`src/hdl/csc_params.svh`:
```
// How it works
// - Every oscillator ready shows in status; all five can be forced on.
// - Internal oscillators stay usable; ready flags only mark accurate frequency.
// - Writing frequency select clears both internal ready flags until ready again.
// - Mid-frequency clock stalls while a frequency select change is pending.
// - Software picks system source, external or internal block, via new source field.
// - Old clock keeps running until requested source reports stable and ready.
// - Source already running, or divider-only change, counts as ready at once.
// - Sleep may be entered while a switch still waits for its source.
// - New source ready sets the ready bit and the switch done flag.
// - Switch interrupt raised only when its enable bit is 1.
// - Switch interrupt never wakes the system from sleep.
// - Hold clear: switch happens as soon as new source ready sets, while the CPU runs or slowdown mode is on.
// - Hold set: switch suspended, old clock kept even when new source ready.
// - In slowdown mode the switch occurs next cycle, CPU running or not.
// - Divider-only change uses the same procedure and needs hold at 0.
// - Current clock register updates at the switch and sets oscillator ready.
// - Hardware clears new source ready once the switch has completed.
`ifndef CSC_PARAMS_SVH
`define CSC_PARAMS_SVH
`define CSC_NUM_OSC 5
`define CSC_OSC_EXT 0
`define CSC_OSC_HF 1
`define CSC_OSC_MF 2
`define CSC_OSC_CFG 5
`define CSC_SRC_EXT 3'h7
`define CSC_SRC_INT 3'h6
`define CSC_SRC_RST 3'h6
`define CSC_DIV_RST 4'h0
`define CSC_DIV_MAX 4'h9
`define CSC_FRQ_RST 4'h2
`define CSC_CNT_W 9
`define CSC_A_REQ 3'h0
`define CSC_A_CUR 3'h1
`define CSC_A_CTL 3'h2
`define CSC_A_STAT 3'h3
`define CSC_A_MEN 3'h4
`define CSC_A_FRQ 3'h5
`define CSC_A_FLAG 3'h6
`define CSC_A_IEN 3'h7
`define CSC_B_HOLD 7
`define CSC_B_OSC_READY_BIT 4
`define CSC_B_NOSR 3
`define CSC_B_SWIF 0
`define CSC_B_SWIE 0
`endif

```
`src/hdl/csc_pkg.sv`:
```
`include "csc_params.svh"
package csc_pkg;
  typedef enum logic [1:0] {
    CSC_IDLE = 2'b00,
    CSC_WAIT = 2'b01,
    CSC_RDY = 2'b10
  } csc_state_e;

  typedef struct packed {
    csc_state_e st;
    logic [2:0] cur_src;
    logic [3:0] cur_div;
    logic [2:0] new_src;
    logic [3:0] new_div;
    logic hold;
    logic nosr;
    logic osc_ready_bit;
    logic swif;
    logic swie;
    logic irq;
    logic [`CSC_NUM_OSC-1:0] man_en;
    logic [`CSC_NUM_OSC-1:0] osc_en;
    logic [3:0] frq;
    logic frq_pend;
    logic frq_low;
    logic hf_rdy;
    logic mf_rdy;
    logic ack;
    logic load;
    logic [31:0] rdata;
  } csc_main_s;

  typedef struct packed {
    logic [`CSC_CNT_W-1:0] cnt;
    logic [3:0] div;
    logic [3:0] pdiv;
    logic pend;
    logic clk;
    logic tick;
  } csc_div_s;

  typedef struct packed {
    logic [`CSC_NUM_OSC:0] s1;
    logic [`CSC_NUM_OSC:0] s2;
  } csc_sync_s;
endpackage

```
`src/hdl/csc_div_if.sv`:
```
`timescale 1ns/1ps
interface csc_div_if;
  logic load;
  logic [3:0] div;
  logic applied;
  modport ctrl (output load, output div, input applied);
  modport divr (input load, input div, output applied);
endinterface

```
`src/hdl/csc_clk_div.sv`:
```
`timescale 1ns/1ps
`include "csc_params.svh"
module csc_clk_div
  import csc_pkg::*;
(
  input wire logic clk,
  input wire logic rst_n,
  csc_div_if.divr dif,
  output logic sys_clk,
  output logic sys_tick
);
  csc_div_s q, d;
  logic [3:0] use_div;

  // *****************************************************************
  // A new divider is only taken at a period boundary, so no phase is cut short.
  // *****************************************************************
  always_comb begin
    d = q;
    d.tick = 1'b0;
    use_div = q.pend ? q.pdiv : q.div;
    if (dif.load) begin
      d.pend = 1'b1;
      d.pdiv = dif.div;
    end
    if (q.cnt == '0) begin
      d.div = use_div;
      d.pend = dif.load;
      d.cnt = `CSC_CNT_W'((1 << use_div) - 1);
      d.tick = 1'b1;
    end else begin
      d.cnt = q.cnt - `CSC_CNT_W'(1);
    end
    d.clk = (d.cnt >= `CSC_CNT_W'((1 << d.div) >> 1));
  end

  always_ff @(posedge clk) begin
    if (!rst_n) begin
      q <= '{cnt: '0, div: `CSC_DIV_RST, pdiv: `CSC_DIV_RST, pend: 1'b0, clk: 1'b1, tick: 1'b0};
    end else begin
      q <= d;
    end
  end

  assign dif.applied = q.tick & ~q.pend;
  assign sys_clk = q.clk;
  assign sys_tick = q.tick;
endmodule

```
`src/hdl/csc_sync.sv`:
```
`timescale 1ns/1ps
`include "csc_params.svh"
module csc_sync
  import csc_pkg::*;
(
  input wire logic clk,
  input wire logic rst_n,
  input wire logic [`CSC_NUM_OSC:0] din,
  output logic [`CSC_NUM_OSC:0] dout
);
  csc_sync_s q, d;

  always_comb begin
    d.s1 = din;
    d.s2 = q.s1;
  end

  always_ff @(posedge clk) begin
    if (!rst_n) begin
      q <= '0;
    end else begin
      q <= d;
    end
  end

  assign dout = q.s2;
endmodule

```
`src/hdl/csc_top.sv`:
```
`timescale 1ns/1ps
`include "csc_params.svh"
module csc_top
  import csc_pkg::*;
(
  input wire logic CLOCK,
  input wire logic RST_N,
  input wire logic [4:0] AVS_ADDRESS,
  input wire logic AVS_READ,
  input wire logic AVS_WRITE,
  input wire logic [31:0] AVS_WRITEDATA,
  input wire logic [3:0] AVS_BYTEENABLE,
  output logic [31:0] AVS_READDATA,
  output logic AVS_WAITREQUEST,
  input wire logic [`CSC_NUM_OSC-1:0] OSC_READY,
  input wire logic CFG_SWITCH_EN,
  input wire logic CPU_RUN,
  input wire logic DOZE_ACTIVE,
  input wire logic SLEEP_ACTIVE,
  output logic [`CSC_NUM_OSC-1:0] OSC_ENABLE,
  output logic [3:0] FREQ_SELECT,
  output logic MF_STALL,
  output logic [2:0] CUR_SOURCE,
  output logic [3:0] CUR_DIVIDER,
  output logic SYS_CLK,
  output logic SYS_TICK,
  output logic SWITCH_IRQ
);
  import csc_pkg::*;

  csc_main_s q, d;
  logic [`CSC_NUM_OSC:0] pins_s;
  logic [`CSC_NUM_OSC-1:0] rdy_s;
  logic cfg_en_s;
  logic wr, wr0, new_rdy, clr_swif, set_swif;
  logic [2:0] widx;
  csc_div_if dif ();

  // *****************************************************************
  // OSC_READY and CFG_SWITCH_EN pass two flip-flops.
  // *****************************************************************
  csc_sync u_sync (
    .clk(CLOCK),
    .rst_n(RST_N),
    .din({CFG_SWITCH_EN, OSC_READY}),
    .dout(pins_s)
  );
  assign rdy_s = pins_s[`CSC_NUM_OSC-1:0];
  assign cfg_en_s = pins_s[`CSC_OSC_CFG];

  csc_clk_div u_div (
    .clk(CLOCK),
    .rst_n(RST_N),
    .dif(dif.divr),
    .sys_clk(SYS_CLK),
    .sys_tick(SYS_TICK)
  );
  assign dif.load = q.load;
  assign dif.div = q.cur_div;

  function automatic int unsigned osc_of(input logic [2:0] src);
    osc_of = (src == `CSC_SRC_EXT) ? `CSC_OSC_EXT : `CSC_OSC_HF;
  endfunction

  // *****************************************************************
  // Avalon slave: one wait state, writes and read data at the ack edge.
  // *****************************************************************
  assign AVS_WAITREQUEST = (AVS_READ | AVS_WRITE) & ~q.ack;
  assign widx = AVS_ADDRESS[4:2];
  assign wr = AVS_WRITE & q.ack;
  assign wr0 = wr & AVS_BYTEENABLE[0];
  assign new_rdy = (q.new_src == q.cur_src) || rdy_s[osc_of(q.new_src)];
  assign clr_swif = wr0 && widx == `CSC_A_FLAG && AVS_WRITEDATA[`CSC_B_SWIF];
  assign set_swif = (q.st == CSC_WAIT) && new_rdy;

  always_comb begin
    d = q;
    d.ack = (AVS_READ | AVS_WRITE) & ~q.ack;
    d.load = 1'b0;
    d.rdata = '0;

    // *****************************************************************
    // Read data for the addressed word.
    // *****************************************************************
    unique case (widx)
      `CSC_A_REQ: d.rdata[6:0] = {q.new_src, q.new_div};
      `CSC_A_CUR: d.rdata[6:0] = {q.cur_src, q.cur_div};
      `CSC_A_CTL: d.rdata[`CSC_B_HOLD:0] = {q.hold, 2'b00, q.osc_ready_bit, q.nosr, 3'b000};
      `CSC_A_STAT: d.rdata[`CSC_NUM_OSC-1:0] = {rdy_s[4:3], q.mf_rdy, q.hf_rdy, rdy_s[0]};
      `CSC_A_MEN: d.rdata[`CSC_NUM_OSC-1:0] = q.man_en;
      `CSC_A_FRQ: d.rdata[3:0] = q.frq;
      `CSC_A_FLAG: d.rdata[`CSC_B_SWIF] = q.swif;
      `CSC_A_IEN: d.rdata[`CSC_B_SWIE] = q.swie;
    endcase

    // *****************************************************************
    // Frequency select tracking.
    // *****************************************************************
    // Internal ready flags track accuracy; the clocks keep running, but MF_STALL stalls the mid clock while pending.
    if (q.frq_pend) begin
      if (!rdy_s[`CSC_OSC_HF]) begin
        d.frq_low = 1'b1;
      end
      if (q.frq_low && rdy_s[`CSC_OSC_HF]) begin
        d.frq_pend = 1'b0;
      end
      d.hf_rdy = 1'b0;
      d.mf_rdy = 1'b0;
    end else begin
      d.hf_rdy = rdy_s[`CSC_OSC_HF];
      d.mf_rdy = rdy_s[`CSC_OSC_MF];
    end

    // *****************************************************************
    // Clock switch sequencer.
    // *****************************************************************
    // Switch sequencer; it waits through sleep as well.
    unique case (q.st)
      CSC_IDLE: begin
      end
      CSC_WAIT: begin
        if (new_rdy) begin
          d.nosr = 1'b1;
          d.st = CSC_RDY;
        end
      end
      CSC_RDY: begin
        if (!q.hold && (CPU_RUN || DOZE_ACTIVE)) begin
          d.cur_src = q.new_src;
          d.cur_div = q.new_div;
          d.osc_ready_bit = 1'b1;
          d.nosr = 1'b0;
          d.load = 1'b1;
          d.st = CSC_IDLE;
        end
      end
      default: d.st = CSC_IDLE;
    endcase
    d.swif = (q.swif & ~clr_swif) | set_swif;

    // *****************************************************************
    // Register writes.
    // *****************************************************************
    if (wr0) begin
      unique case (widx)
        `CSC_A_REQ: begin
          if (cfg_en_s && AVS_WRITEDATA[6:4] inside {`CSC_SRC_EXT, `CSC_SRC_INT}
              && AVS_WRITEDATA[3:0] <= `CSC_DIV_MAX) begin
            d.new_src = AVS_WRITEDATA[6:4];
            d.new_div = AVS_WRITEDATA[3:0];
            // A switch taken in this same cycle keeps its divider load.
            if (AVS_WRITEDATA[6:0] == {q.cur_src, q.cur_div} && q.st != CSC_IDLE) begin
              d.st = CSC_IDLE;
              d.nosr = 1'b0;
            end else if (AVS_WRITEDATA[6:0] != {q.new_src, q.new_div} || q.st == CSC_IDLE) begin
              d.st = CSC_WAIT;
              d.nosr = 1'b0;
              d.osc_ready_bit = 1'b0;
              d.cur_src = q.cur_src;
              d.cur_div = q.cur_div;
            end
          end
        end
        `CSC_A_CTL: d.hold = AVS_WRITEDATA[`CSC_B_HOLD];
        `CSC_A_MEN: d.man_en = AVS_WRITEDATA[`CSC_NUM_OSC-1:0];
        `CSC_A_FRQ: begin
          d.frq = AVS_WRITEDATA[3:0];
          d.frq_pend = 1'b1;
          d.frq_low = 1'b0;
          d.hf_rdy = 1'b0;
          d.mf_rdy = 1'b0;
        end
        `CSC_A_IEN: d.swie = AVS_WRITEDATA[`CSC_B_SWIE];
        default: begin
        end
      endcase
    end

    // *****************************************************************
    // Oscillator enables and interrupt.
    // *****************************************************************
    d.osc_en = d.man_en;
    d.osc_en[osc_of(d.cur_src)] = 1'b1;
    if (d.st != CSC_IDLE) begin
      d.osc_en[osc_of(d.new_src)] = 1'b1;
    end
    d.irq = d.swif & d.swie & ~SLEEP_ACTIVE;
  end

  always_ff @(posedge CLOCK) begin
    if (!RST_N) begin
      q <= '0;
      q.cur_src <= `CSC_SRC_RST;
      q.new_src <= `CSC_SRC_RST;
      q.cur_div <= `CSC_DIV_RST;
      q.new_div <= `CSC_DIV_RST;
      q.frq <= `CSC_FRQ_RST;
      q.osc_ready_bit <= 1'b1;
      q.osc_en <= `CSC_NUM_OSC'(1 << `CSC_OSC_HF);
    end else begin
      q <= d;
    end
  end

  assign AVS_READDATA = q.rdata;
  assign OSC_ENABLE = q.osc_en;
  assign FREQ_SELECT = q.frq;
  assign MF_STALL = q.frq_pend;
  assign CUR_SOURCE = q.cur_src;
  assign CUR_DIVIDER = q.cur_div;
  assign SWITCH_IRQ = q.irq;
endmodule
```
`config.mk`:
```
export PLATFORM = sky130hd
export DESIGN_NAME = csc_top
export DESIGN_NICKNAME = d
export VERILOG_FILES = /design/src/hdl/csc_pkg.sv /design/src/hdl/csc_div_if.sv /design/src/hdl/csc_clk_div.sv /design/src/hdl/csc_sync.sv /design/src/hdl/csc_top.sv
export VERILOG_INCLUDE_DIRS = /design/src /design/src/hdl
export SDC_FILE = /design/constraint.sdc
export NUM_CORES = 1
export LEC_CHECK = 0
export ABC_AREA = 1
export BUFFER_PORTS_ARGS = -buffer_cell sky130_fd_sc_hd__buf_4
export CAP_MARGIN = 20
export CORE_ASPECT_RATIO = 2
export CORE_UTILIZATION = 50
export DETAILED_ROUTE_END_ITERATION = 7
export GPL_ROUTABILITY_DRIVEN = 0
export PLACE_DENSITY = 0.75
export SLEW_MARGIN = 40
export SYNTH_ARGS = -nofsm -noshare
export SYNTH_HDL_FRONTEND = slang
export SYNTH_SLANG_ARGS = --single-unit
export TNS_END_PERCENT = 5
```
`constraint.sdc`:
```
create_clock -name CLOCK -period 4.3 [get_ports CLOCK]
set_input_delay 0.86 -clock CLOCK [delete_from_list [all_inputs] [get_ports CLOCK]]
set_output_delay 0.86 -clock CLOCK [all_outputs]
set_load 0.01 [all_outputs]
```
# Word level (Yosys, flattened, before mapping)
# Cells that the tools add are included.
op_classes:
  reduce_logical: 26
  eq_ne: 18
  bitwise_logic: 13
  add_sub_neg: 2
  mux: 51
  order_cmp: 7
  n_shift: 2
ops:
  columns: ["cell", "n"]
  rows:
  - ["2-to-1 mux 16 bit", 2]
  - ["equality test 3 bit, second input constant", 9]
  - ["2-to-1 mux 9 bit", 3]
  - ["2-to-1 mux 1 bit", 19]
  - ["2-to-1 mux 19 bit", 1]
  - ["one-hot mux 3 bit (6 select lines)", 1]
  - ["2-to-1 mux 2 bit", 8]
  - ["2-to-1 mux 8 bit", 2]
  - ["2-to-1 mux 5 bit", 3]
  - ["2-to-1 mux 7 bit", 2]
  - ["< comparator 1 x 4 -> 1 bit, second input constant", 3]
  - ["logical AND 1 bit", 10]
  - ["bitwise OR 5 bit", 2]
  - ["<< shifter 1 x 4 -> 10 bit, first input constant", 1]
  - ["greater-or-equal comparator 9 bit", 1]
  - ["logical NOT 9 bit", 1]
  - ["<< shifter 1 x 4 -> 9 bit, first input constant", 1]
  - ["subtractor 9 x 1 -> 9 bit, second input constant", 1]
  - ["subtractor 9 x 2 -> 9 bit, second input constant", 1]
  - ["2-to-1 mux 4 bit", 2]
  - ["one-hot mux 1 bit (8 select lines)", 1]
  - ["AND reduction 2 bit", 4]
  - ["nonzero test 2 bit", 4]
  - ["equality test 7 bit", 1]
  - ["other kinds (23)", 36]
word_totals:
  input_bits: 54
  reg_bits: 106
  wordCells: 150
  out_inout_bits: 53

# Longest topological paths before layout
# Gate-level depths: netlist of the first run.
depth:
  depth_word: 21
  mapped_depth: 17
  ltp_nobuf: 16

# By module
# Synthesis of the first run repeated with hierarchy kept, for this count alone.
hier_totals:
  cells_unflattened: 649
  hier_area_um2: 4601.9
by_module_without_submodules:
  columns: ["module", "instances", "cells_per_inst", "seq_area_each_um2", "area_per_inst_um2"]
  rows:
  - ["csc_top", 1, 378, 940.9, 2715.1]
  - ["csc_clk_div", 1, 234, 400.4, 1545.2]
  - ["csc_sync", 1, 37, 240.2, 341.6]

# Worst setup path after synthesis of the first run
# No wires, ideal clock.
synth_path:
  kind: "register to register"
  start: "register u_div.q[2] in the netlist's numbering"
  end: "register u_div.q (netlist bit u_div.sys_clk)"
  synth_period_minus_slack_ns: 2.461
  setup_time_ns: 0.140
  arrival_time_ns: 2.321
  n_path_buf: 1
  required_time_ns: 4.160
  path_stages_with_launch: 17
  slack_ns: 1.839
  path_cell_list: "dfxtp_1 > buf_6 > nand2_1 > o21ai_2 > nor2_1 > nand3_1 > ha_1 > nand3_1 > inv_1 > or2_1 > nand3_1 > nand2_1 > ha_1 > a21oi_1 > o21ai_0 > a21oi_1 > o2111ai_1"
synth_lines:
  columns: ["element", "line", "rtl"]
  rows:
  - ["from (decl)", "csc_clk_div.sv:12", "csc_div_s q, d;"]
  - ["from (signal assigned)", "csc_clk_div.sv:39", "q <= '{cnt: '0, div: `CSC_DIV_RST, pdiv: `CSC_DIV_RST, pend: 1'b0, clk: 1'b1, tick: 1'b0};"]

==> flow_metrics.env, run 1 <==
export IMPL_cts_resized=0
export IMPL_ys_seq_area_share_pct=35.45
export IMPL_combPwrFrac_pct=42.5
export IMPL_timing_final_hold_violations=0
export IMPL_fin_cells=779
export IMPL_min_path_cells=2
export IMPL_drt_iter0_drc=312
export IMPL_drive_above_1_share_pct=15.02
export IMPL_grt_pass1_wl_um=17310
export IMPL_hp_start="u_sync.d[4]$_SDFF_PN0_"
export IMPL_ctsHoldBuffers=0
export IMPL_wl_per_cell_um=14.22
export IMPL_cts_buffers=9
export IMPL_finalSetupViolations=0
export IMPL_drtAntennaViolNets=0
export IMPL_cts_root_buf="clkbuf_16"
export IMPL_die_h_um=135.6
export IMPL_cts_tree="built"
export IMPL_syn_area_um2=4462
export IMPL_crit_path_start_kind="flip-flop"
export IMPL_dp_cells=763
export IMPL_setup_total_negative_slack_ns=0
export IMPL_worst_pin_slew_ns=0.7370
export IMPL_finalClockSkew_ns=0.009844
export IMPL_finalMaxSlewViolations=0
export IMPL_end_kind="flip-flop"
export IMPL_path_clk_slew_ns=0.07
export IMPL_core_area_um2=8648
export IMPL_post_cts_buffers=0
export IMPL_period_minus_slack_ns=2.949
export IMPL_cellInternalPower_w=0.001632
export IMPL_drt_pass1_iter_count=5
export IMPL_synth_cell_types=43
export IMPL_rows=48
export IMPL_rr_worst_depth=14
export IMPL_drc=0
export IMPL_drv_cap=0
export IMPL_grt_pass1_vias=3852
export IMPL_nets=744
export IMPL_cp_required_ns=4.49
export IMPL_cts_max_path_buffers=2
export IMPL_start_util_pct=51.59
export IMPL_clk_latency_ns=0.34
export IMPL_critical_path_class="flip-flop to flip-flop"
export IMPL_viasPerCell=5.290
export IMPL_fillers=868
export IMPL_htree_levels=3
export IMPL_holdPathEnd="u_sync.dout[4]$_SDFF_PN0_"
export IMPL_wl_um=11070
export IMPL_ir_worst_vdd_mv=0.5882
export IMPL_yosysWarnings=0
export IMPL_vias=4121
export IMPL_grt_max_degree=48
export IMPL_path_max_fanout=9
export IMPL_status="completed"
export IMPL_maxSlewHeadroom_pct=50.69
export IMPL_rrSetupSlack_ns=1.35
export IMPL_p_leak_nw=2.442
export IMPL_pwr_share_clk_pct=26.9
export IMPL_cts_num_sinks=79
export IMPL_powerDensity_nw_per_um2=548.4
export IMPL_min_path_type="flip-flop to flip-flop"
export IMPL_final_util_pct=57.23
export IMPL_period_share_pct=68.59
export IMPL_antenna_found_initial=0
export IMPL_avgSynthCellArea_um2=6.917
export IMPL_port_buffers=53
export IMPL_p_sw_w=0.001082
export IMPL_fmax_mhz=339.1
export IMPL_area_growth_pct=10.94
export IMPL_pwr_share_seq_pct=30.7
export IMPL_reg2reg_to="u_div.sys_clk$_SDFF_PN1_"
export IMPL_swShare_pct=39.87
export IMPL_hpwl_um=8448
export IMPL_r2r_start="u_div.q[2]$_SDFFE_PN0P_"
export IMPL_rsz0062_at_grt="no"
export IMPL_critPathArrivalTime_ns=3.14
export IMPL_synth_cells=645
export IMPL_dieArea_um2=9328
export IMPL_hold_slack_ns=0.4105
export IMPL_fp_dieW_um=68.80
export IMPL_gr_usage_all_layers_pct=25.49
export IMPL_ys_ff_latch=79
export IMPL_antenna_cells=0
export IMPL_boundaryPins=107
export IMPL_grt_overflow=0
==> power by group through the flow <==
stage	clock (W)	sequential (W)	combinational (W)
after floorplan	0	0.000842	0.000891
after global placement	0	0.000845	0.00110
after detailed placement	0	0.000847	0.00115
after CTS	0.000751	0.000831	0.00115
after global routing	0.000774	0.000838	0.00132
final	0.000730	0.000832	0.00115
==> layout by cell type, fill, tap and decap left out, types with 5 or more instances in the layout <==
cell type | synthesis | routed
nand2_1 | 158 | 158
dfxtp_1 | 79 | 79
inv_1 | 79 | 79
nor2_1 | 60 | 60
buf_4 | 49 | 55
a21oi_1 | 45 | 45
o21ai_0 | 36 | 36
nand3_1 | 31 | 31
conb_1 | 1 | 24
ha_1 | 16 | 16
nor3_1 | 14 | 14
clkbuf_16 | 0 | 9
inv_2 | 6 | 6
or2_2 | 5 | 5
xnor2_1 | 5 | 5
==> sequential cells by signal, indices dropped and copies added (netlist names), 2 cells and up <==
register / flops
q: 23
u_div.q: 18
AVS_READDATA: 8
u_sync.d: 6
u_sync.dout: 6
CUR_DIVIDER: 4
FREQ_SELECT: 4
CUR_SOURCE: 3
OSC_ENABLE: 2
==> layout make-up <==
class,count,area [µm²],area share [%]
sequential,79,1582,31.95
clock inverter,6,51.30,1.036
tap,100,125.1,2.528
clock buffer,10,239.0,4.828
inverter,87,331.6,6.699
multi-input combinational,442,2208,44.62
timing repair buffer,55,412.9,8.342
==> stage by stage <==
stage	area (µm²)	worst slack [ns]	total power (W)
floorplan	4548	1.839	0.001733
global placement	4659	1.420	0.001946
detailed placement	4659	1.357	0.001993
CTS	4950	1.339	0.002734
global route	4950	1.082	0.002931
finish	4950	1.351	0.002714
==> routing by layer <==
| metal | track usage [%] | vias up | part of all wire [%] |
|---|---|---|---|
| li1 | - | 2043 | - |
| met1 | 24.78 | 1874 | 35 |
| met2 | 43.90 | 156 | 53 |
| met3 | 4.377 | 48 | 4.8 |
| met4 | 21.77 | 0 | 7.6 |
| met5 | 0 | - | 0 |
==> how the worst max path moves through the flow <==
| stage | startpoint | slack (ns) | endpoint | depth (start not counted) |
|---|---|---|---|---|
| 2_1_floorplan | u_div.q[2]$_SDFFE_PN0P_ | 1.84 | u_div.sys_clk$_SDFF_PN1_ | 16 |
| 3_3_place_gp | u_div.q[2]$_SDFFE_PN0P_ | 1.42 | u_div.sys_clk$_SDFF_PN1_ | 14 |
| 3_5_place_dp | u_div.q[2]$_SDFFE_PN0P_ | 1.36 | u_div.sys_clk$_SDFF_PN1_ | 14 |
| 4_1_cts | u_div.q[2]$_SDFFE_PN0P_ | 1.34 | u_div.sys_clk$_SDFF_PN1_ | 14 |
| 5_1_grt | u_div.q[2]$_SDFFE_PN0P_ | 1.08 | u_div.sys_clk$_SDFF_PN1_ | 14 |
| 6_report | u_div.q[2]$_SDFFE_PN0P_ | 1.35 | u_div.sys_clk$_SDFF_PN1_ | 14 |
==> critical path: stages (launching register included) <==
cell	delay, ns
dfxtp_1	0.56
o21ai_2	0.17
nor2_1	0.28
nand3_1	0.15
ha_1	0.23
nand3_1	0.13
inv_1	0.10
or2_1	0.21
nand3_1	0.09
nand2_1	0.07
ha_1	0.34
a21oi_1	0.14
o21ai_0	0.09
a21oi_1	0.12
o2111ai_1	0.12
==> Yosys cell counts, drive strengths merged <==
| master | n | area (µm²) |
|---|---|---|
| a31oi | 3 | 18.77 |
| o21a | 1 | 7.510 |
| ha | 16 | 200.2 |
| nand3 | 34 | 192.7 |
| xor2 | 1 | 8.760 |
| clkinv | 2 | 12.51 |
| inv | 85 | 319.0 |
| a221oi | 4 | 35.03 |
| o21bai | 1 | 7.510 |
| a311oi | 1 | 8.760 |
| nand4 | 3 | 18.77 |
| o211ai | 3 | 22.52 |
| a22oi | 2 | 15.01 |
| o2111ai | 1 | 8.760 |
| nor3 | 15 | 80.08 |
| nor2 | 67 | 289.0 |
| xnor2 | 5 | 43.79 |
| and2 | 2 | 12.51 |
| o22ai | 2 | 12.51 |
| clkbuf | 7 | 26.28 |
| o21ai | 42 | 225.2 |
| buf | 53 | 400.4 |
| or2 | 6 | 37.54 |
| nand2 | 162 | 633.1 |
| nor3b | 1 | 7.510 |
| dfxtp | 79 | 1582 |
| a21oi | 45 | 225.2 |
| a21boi | 1 | 7.510 |
| conb | 1 | 3.750 |
==> kinds of logic after synthesis <==
family | share of synthesized area, %
AO/OA/AOI/OAI | 13.32
XOR/XNOR | 1.178
adder cells (fa/ha/maj) | 4.487
buffers and inverters | 16.99
flip-flops | 35.45
other | 0.08405
AND/OR/NAND/NOR | 28.49
(Power assumes the default switching activity.)
==> run 2, diff against run 1 <==
- clock period: 4.3 -> 3 ns (I/O delays scaled with it)
==> flow_metrics.env, run 2 (synthesis gave the netlist of run 1 again) <==
export IMPL_powerDensity_nw_per_um2=797.2
export IMPL_cp_required_ns=3.20
export IMPL_finalClockSkew_ns=0.008552
export IMPL_layout_common_cells="158 x nand2_1, 79 x inv_1, 78 x dfxtp_1, 59 x nor2_1, 58 x buf_4"
export IMPL_htree_levels=3
export IMPL_rsz0062_at_grt="no"
export IMPL_status="completed"
export IMPL_drtAntennaViolNets=0
export IMPL_grt_pass1_vias=4019
export IMPL_p_total_w=0.003954
export IMPL_fmax_mhz=362.4
export IMPL_cts_root_buf="clkbuf_16"
export IMPL_port_buffers=53
export IMPL_top_register="q"
export IMPL_drt_pass1_iter_count=5
export IMPL_worst_pin_slew_ns=0.6564
export IMPL_clk_latency_ns=0.34
export IMPL_grt_pass1_wl_um=18550
export IMPL_grt_overflow=0
export IMPL_cts_tree="built"
export IMPL_end_kind="flip-flop"
export IMPL_dieArea_um2=9328
export IMPL_p_leak_nw=2.453
export IMPL_core_area_um2=8648
export IMPL_die_h_um=135.6
export IMPL_path_clk_slew_ns=0.06
export IMPL_pre_cts_ws_ns=0.09616
export IMPL_fp_dieW_um=68.80
export IMPL_grt_max_degree=47
export IMPL_final_util_pct=57.35
export IMPL_critical_path_class="flip-flop to flip-flop"
export IMPL_period_share_pct=91.97
export IMPL_setup_total_negative_slack_ns=0
export IMPL_wl_per_cell_um=14.92
export IMPL_crit_path_start_kind="flip-flop"
export IMPL_viasPerCell=5.433
export IMPL_finalSetupViolations=0
export IMPL_drt_iter0_drc=410
export IMPL_drc=0
export IMPL_nets=747
export IMPL_finalMaxSlewViolations=0
export IMPL_layout_setup_ws_ns=0.2409
export IMPL_maxSlewHeadroom_pct=56.08
export IMPL_antenna_found_initial=0
export IMPL_rows=48
export IMPL_area_growth_pct=11.16
export IMPL_drv_cap=0
export IMPL_period_minus_slack_ns=2.759
export IMPL_antenna_cells=0
export IMPL_fin_cells=781
export IMPL_post_cts_buffers=0
export IMPL_drive_above_1_share_pct=15.57
export IMPL_layout_commonest_cell="nand2_1"
export IMPL_gr_usage_all_layers_pct=27.21
export IMPL_cts_buffers=9
export IMPL_cts_num_sinks=79
export IMPL_ir_worst_vdd_mv=0.7471
export IMPL_timing_final_hold_violations=0
export IMPL_boundaryPins=107
export IMPL_critPathArrivalTime_ns=2.96
export IMPL_hpwl_um=8577
export IMPL_dp_cells=766
export IMPL_min_path_type="flip-flop to flip-flop"
export IMPL_cts_max_path_buffers=2
export IMPL_largest_reg_flops=23
export IMPL_wl_um=11650
export IMPL_path_max_fanout=9
export IMPL_fillers=809
export IMPL_start_util_pct=51.59
export IMPL_vias=4243
run 2: cell type report:
cell class	count	area, µm²	share of cell area [%]
multi-input combinational	442	2211	44.58
sequential	79	1583	31.91
inverter	87	331.6	6.685
clock buffer	10	239.0	4.818
tap	100	125.1	2.523
timing repair buffer	58	435.4	8.779
clock inverter	5	35.03	0.7064
run 2: worst max-delay path, stage by stage, from the launching register on:
cell	delay [ns]
dfxtp_2	0.44
o21ai_2	0.14
nor2_2	0.20
nand3_1	0.13
ha_1	0.24
nand3_1	0.12
inv_1	0.10
nand2_1	0.09
nand2_1	0.07
o211ai_1	0.12
nand2_1	0.13
ha_1	0.35
a21oi_1	0.15
o21ai_0	0.10
a21oi_1	0.13
o2111ai_1	0.11
run 2: final timing paths:
| path | start | end | slack [ns] | depth (start not counted) |
|---|---|---|---|---|
| max | u_div.q[2]$_SDFFE_PN0P_ | u_div.sys_clk$_SDFF_PN1_ | 0.24 | 15 |
| min | u_sync.d[5]$_SDFF_PN0_ | u_sync.dout[5]$_SDFF_PN0_ | 0.41 | 2 |
| max reg2reg | u_div.q[2]$_SDFFE_PN0P_ | u_div.sys_clk$_SDFF_PN1_ | 0.24 | 15 |
| min reg2reg | u_sync.d[5]$_SDFF_PN0_ | u_sync.dout[5]$_SDFF_PN0_ | 0.41 | 2 |
run 2: what timing repair did:
action / 4_1_cts / 5_1_grt
resized for setup: 0 / 2
setup endpoints to repair: 0 / 1
hold buffers: 0 / 0
endpoints found under the hold margin: 0 / 0
run 2: routing by layer:
metal	up-vias	track usage (%)	part of all wire [%]
met5	-	0	0
met4	0	18.82	6.4
met3	59	5.724	5.5
met2	182	48.64	53
met1	1952	26.13	35
li1	2050	-	-
run 2: through the flow:
stage                     instance area, µm²  hold slack [ns]
final                                   4960           0.4070
after global routing                    4960           0.4387
after CTS                               4956           0.4142
after detailed placement                4682           0.4017
after global placement                  4682           0.3928
after floorplan                         4548           0.3905
run 2: report_power, final:
group          switching, W  leakage, nW  internal (W)  total [W]
clock              0.000439        0.134      0.000578    0.00102
sequential        0.0000498        0.643       0.00114    0.00119
combinational       0.00112         1.68      0.000624    0.00174
==> run 3, diff against run 2 <==
- REMOVE_ABC_BUFFERS: default -> 1
==> flow_metrics.env, run 3 (synthesis gave the netlist of run 1 again) <==
export IMPL_clk_latency_ns=0.34
export IMPL_wl_um=11550
export IMPL_end_kind="flip-flop"
export IMPL_dieArea_um2=9328
export IMPL_path_max_fanout=9
export IMPL_highest_layer="met4"
export IMPL_area_growth_pct=12.42
export IMPL_htree_levels=3
export IMPL_cts_max_path_buffers=2
export IMPL_viasPerCell=5.327
export IMPL_timing_final_hold_violations=0
export IMPL_rows=48
export IMPL_hpwl_um=8726
export IMPL_rr_worst_depth=16
export IMPL_fillers=855
export IMPL_largest_reg_flops=23
export IMPL_r2r_start="u_div.q[2]$_SDFFE_PN0P_"
export IMPL_critical_path_class="flip-flop to flip-flop"
export IMPL_worst_pin_slew_ns=0.7335
export IMPL_gr_usage_all_layers_pct=26.65
export IMPL_grt_pass1_vias=3936
export IMPL_grt_overflow=0
export IMPL_cts_root_buf="clkbuf_16"
export IMPL_boundaryPins=107
export IMPL_drtAntennaViolNets=0
export IMPL_rrSetupSlack_ns=0.37
export IMPL_seq_area_um2=1585
export IMPL_hold_slack_ns=0.4133
export IMPL_min_path_type="flip-flop to flip-flop"
export IMPL_finalMaxSlewViolations=0
export IMPL_period_share_pct=87.69
export IMPL_start_util_pct=51.59
export IMPL_met3_length_um=528
export IMPL_cp_required_ns=3.20
export IMPL_powerDensity_nw_per_um2=812.1
export IMPL_cts_num_sinks=79
export IMPL_final_util_pct=58.00
export IMPL_crit_end="u_div.sys_clk$_SDFF_PN1_"
export IMPL_rsz0062_at_grt="no"
export IMPL_min_path_cells=2
export IMPL_ir_worst_vdd_mv=0.5336
export IMPL_path_clk_slew_ns=0.06
export IMPL_route_met2_wl_um=6304
export IMPL_period_minus_slack_ns=2.631
export IMPL_drv_cap=0
export IMPL_worstSetupStartpoint="u_div.q[2]$_SDFFE_PN0P_"
export IMPL_crit_path_top_delay_cell="dfxtp_4"
export IMPL_fp_dieW_um=68.80
export IMPL_wl_met1_um=3751
export IMPL_finalClockSkew_ns=0.007615
export IMPL_crit_path_cell_trace="nand2_1 > o21ai_4 > nor2_4 > nand3_1 > ha_1 > nand3_1 > inv_1 > nand2_1 > nand2_1 > o211ai_1 > nand2_1 > ha_4 > a21oi_1 > o21ai_0 > a21oi_1 > o2111ai_1"
export IMPL_drt_pass1_iter_count=5
export IMPL_multi_input_area_um2=2251
export IMPL_placed_area_um2=4667
export IMPL_vias=4160
export IMPL_status="completed"
export IMPL_core_area_um2=8648
export IMPL_layout_setup_ws_ns=0.3693
export IMPL_antenna_cells=0
export IMPL_drt_iter0_drc=193
export IMPL_grt_max_degree=48
export IMPL_cts_tree="built"
export IMPL_reg2reg_to="u_div.sys_clk$_SDFF_PN1_"
export IMPL_p_leak_nw=2.462
export IMPL_cp_slowest_stage_delay_ns=0.38
export IMPL_finalSetupViolations=0
export IMPL_maxSlewHeadroom_pct=50.92
export IMPL_top_register="q"
export IMPL_setup_total_negative_slack_ns=0
export IMPL_pre_cts_ws_ns=0.1191
export IMPL_fmax_mhz=380.1
export IMPL_wl_per_cell_um=14.78
export IMPL_grt_pass1_wl_um=17950
export IMPL_cts_buffers=9
export IMPL_crit_top_cell="nand2_1"
export IMPL_antenna_found_initial=0
export IMPL_layout_common_cells="158 x nand2_1, 79 x inv_1, 78 x dfxtp_1, 58 x nor2_1, 57 x buf_4"
export IMPL_layout_commonest_cell="nand2_1"
export IMPL_crit_path_start_kind="flip-flop"
export IMPL_finish_instance_area_um2=5016
export IMPL_nets=746
export IMPL_port_buffers=53
export IMPL_critPathArrivalTime_ns=2.83
export IMPL_drive_above_1_share_pct=16.01
export IMPL_die_h_um=135.6
export IMPL_drc=0
-- run 3: cell types whose count changed in the layout (fill, tap and decap cells not counted), sizes merged --
cell    change
buf         -1
bufinv      +1
-- run 3: metal layers --
| metal | up-vias | global-route usage, % |
|---|---|---|
| met5 | - | 0 |
| met4 | 0 | 22.00 |
| li1 | 2049 | - |
| met1 | 1883 | 23.54 |
| met3 | 59 | 4.714 |
| met2 | 169 | 48.64 |
-- run 3: worst max-delay path, delay by kind of cell, from the launching register on --
| kind | cells | cell delay, ns |
|---|---|---|
| and+or+nand+nor | 7 | 0.75 |
| AOI/OAI and AO/OA | 6 | 0.74 |
| adders and majority gates | 2 | 0.52 |
| DFF | 1 | 0.38 |
| buffers and inverters | 1 | 0.09 |
-- run 3: through the flow --
step,std cells,total power (W)
after floorplan,608,0.002445
after global placement,764,0.002829
after detailed placement,764,0.002912
after CTS,780,0.003984
after global routing,781,0.004433
final,781,0.004073
-- run 3: cell type report --
class,count,share of cell area [%]
Inverter,87,6.710
Sequential cell,79,31.60
Tap cell,100,2.494
Clock inverter,6,1.222
Clock buffer,10,4.565
Timing Repair Buffer,57,8.531
Multi-Input combinational cell,442,44.87
-- run 3: how the worst min path moves through the flow --
stage | start | end | slack, ns
final | u_sync.d[0]$_SDFF_PN0_ | u_sync.dout[0]$_SDFF_PN0_ | 0.41
after floorplan | u_sync.d[0]$_SDFF_PN0_ | u_sync.dout[0]$_SDFF_PN0_ | 0.39
after detailed placement | u_sync.d[0]$_SDFF_PN0_ | u_sync.dout[0]$_SDFF_PN0_ | 0.40
after global routing | SLEEP_ACTIVE | SWITCH_IRQ$_SDFF_PN0_ | 0.41
after global placement | u_sync.d[5]$_SDFF_PN0_ | u_sync.dout[5]$_SDFF_PN0_ | 0.39
after CTS | SLEEP_ACTIVE | SWITCH_IRQ$_SDFF_PN0_ | 0.41
-- run 3: timing repair --
item | in CTS | in global routing
setup buffers | 0 | 1
hold buffers | 0 | 0
gates resized for setup | 0 | 14
setup endpoints to repair | 0 | 1
-- run 3: report_power, final --
part	leakage, nW	switching [W]	total [W]	internal, W
sequential	0.644	0.0000506	0.00119	0.00114
clock	0.142	0.000421	0.00106	0.000641
combinational	1.68	0.00113	0.00182	0.000692
total	2.46	0.00160	0.00407	0.00248
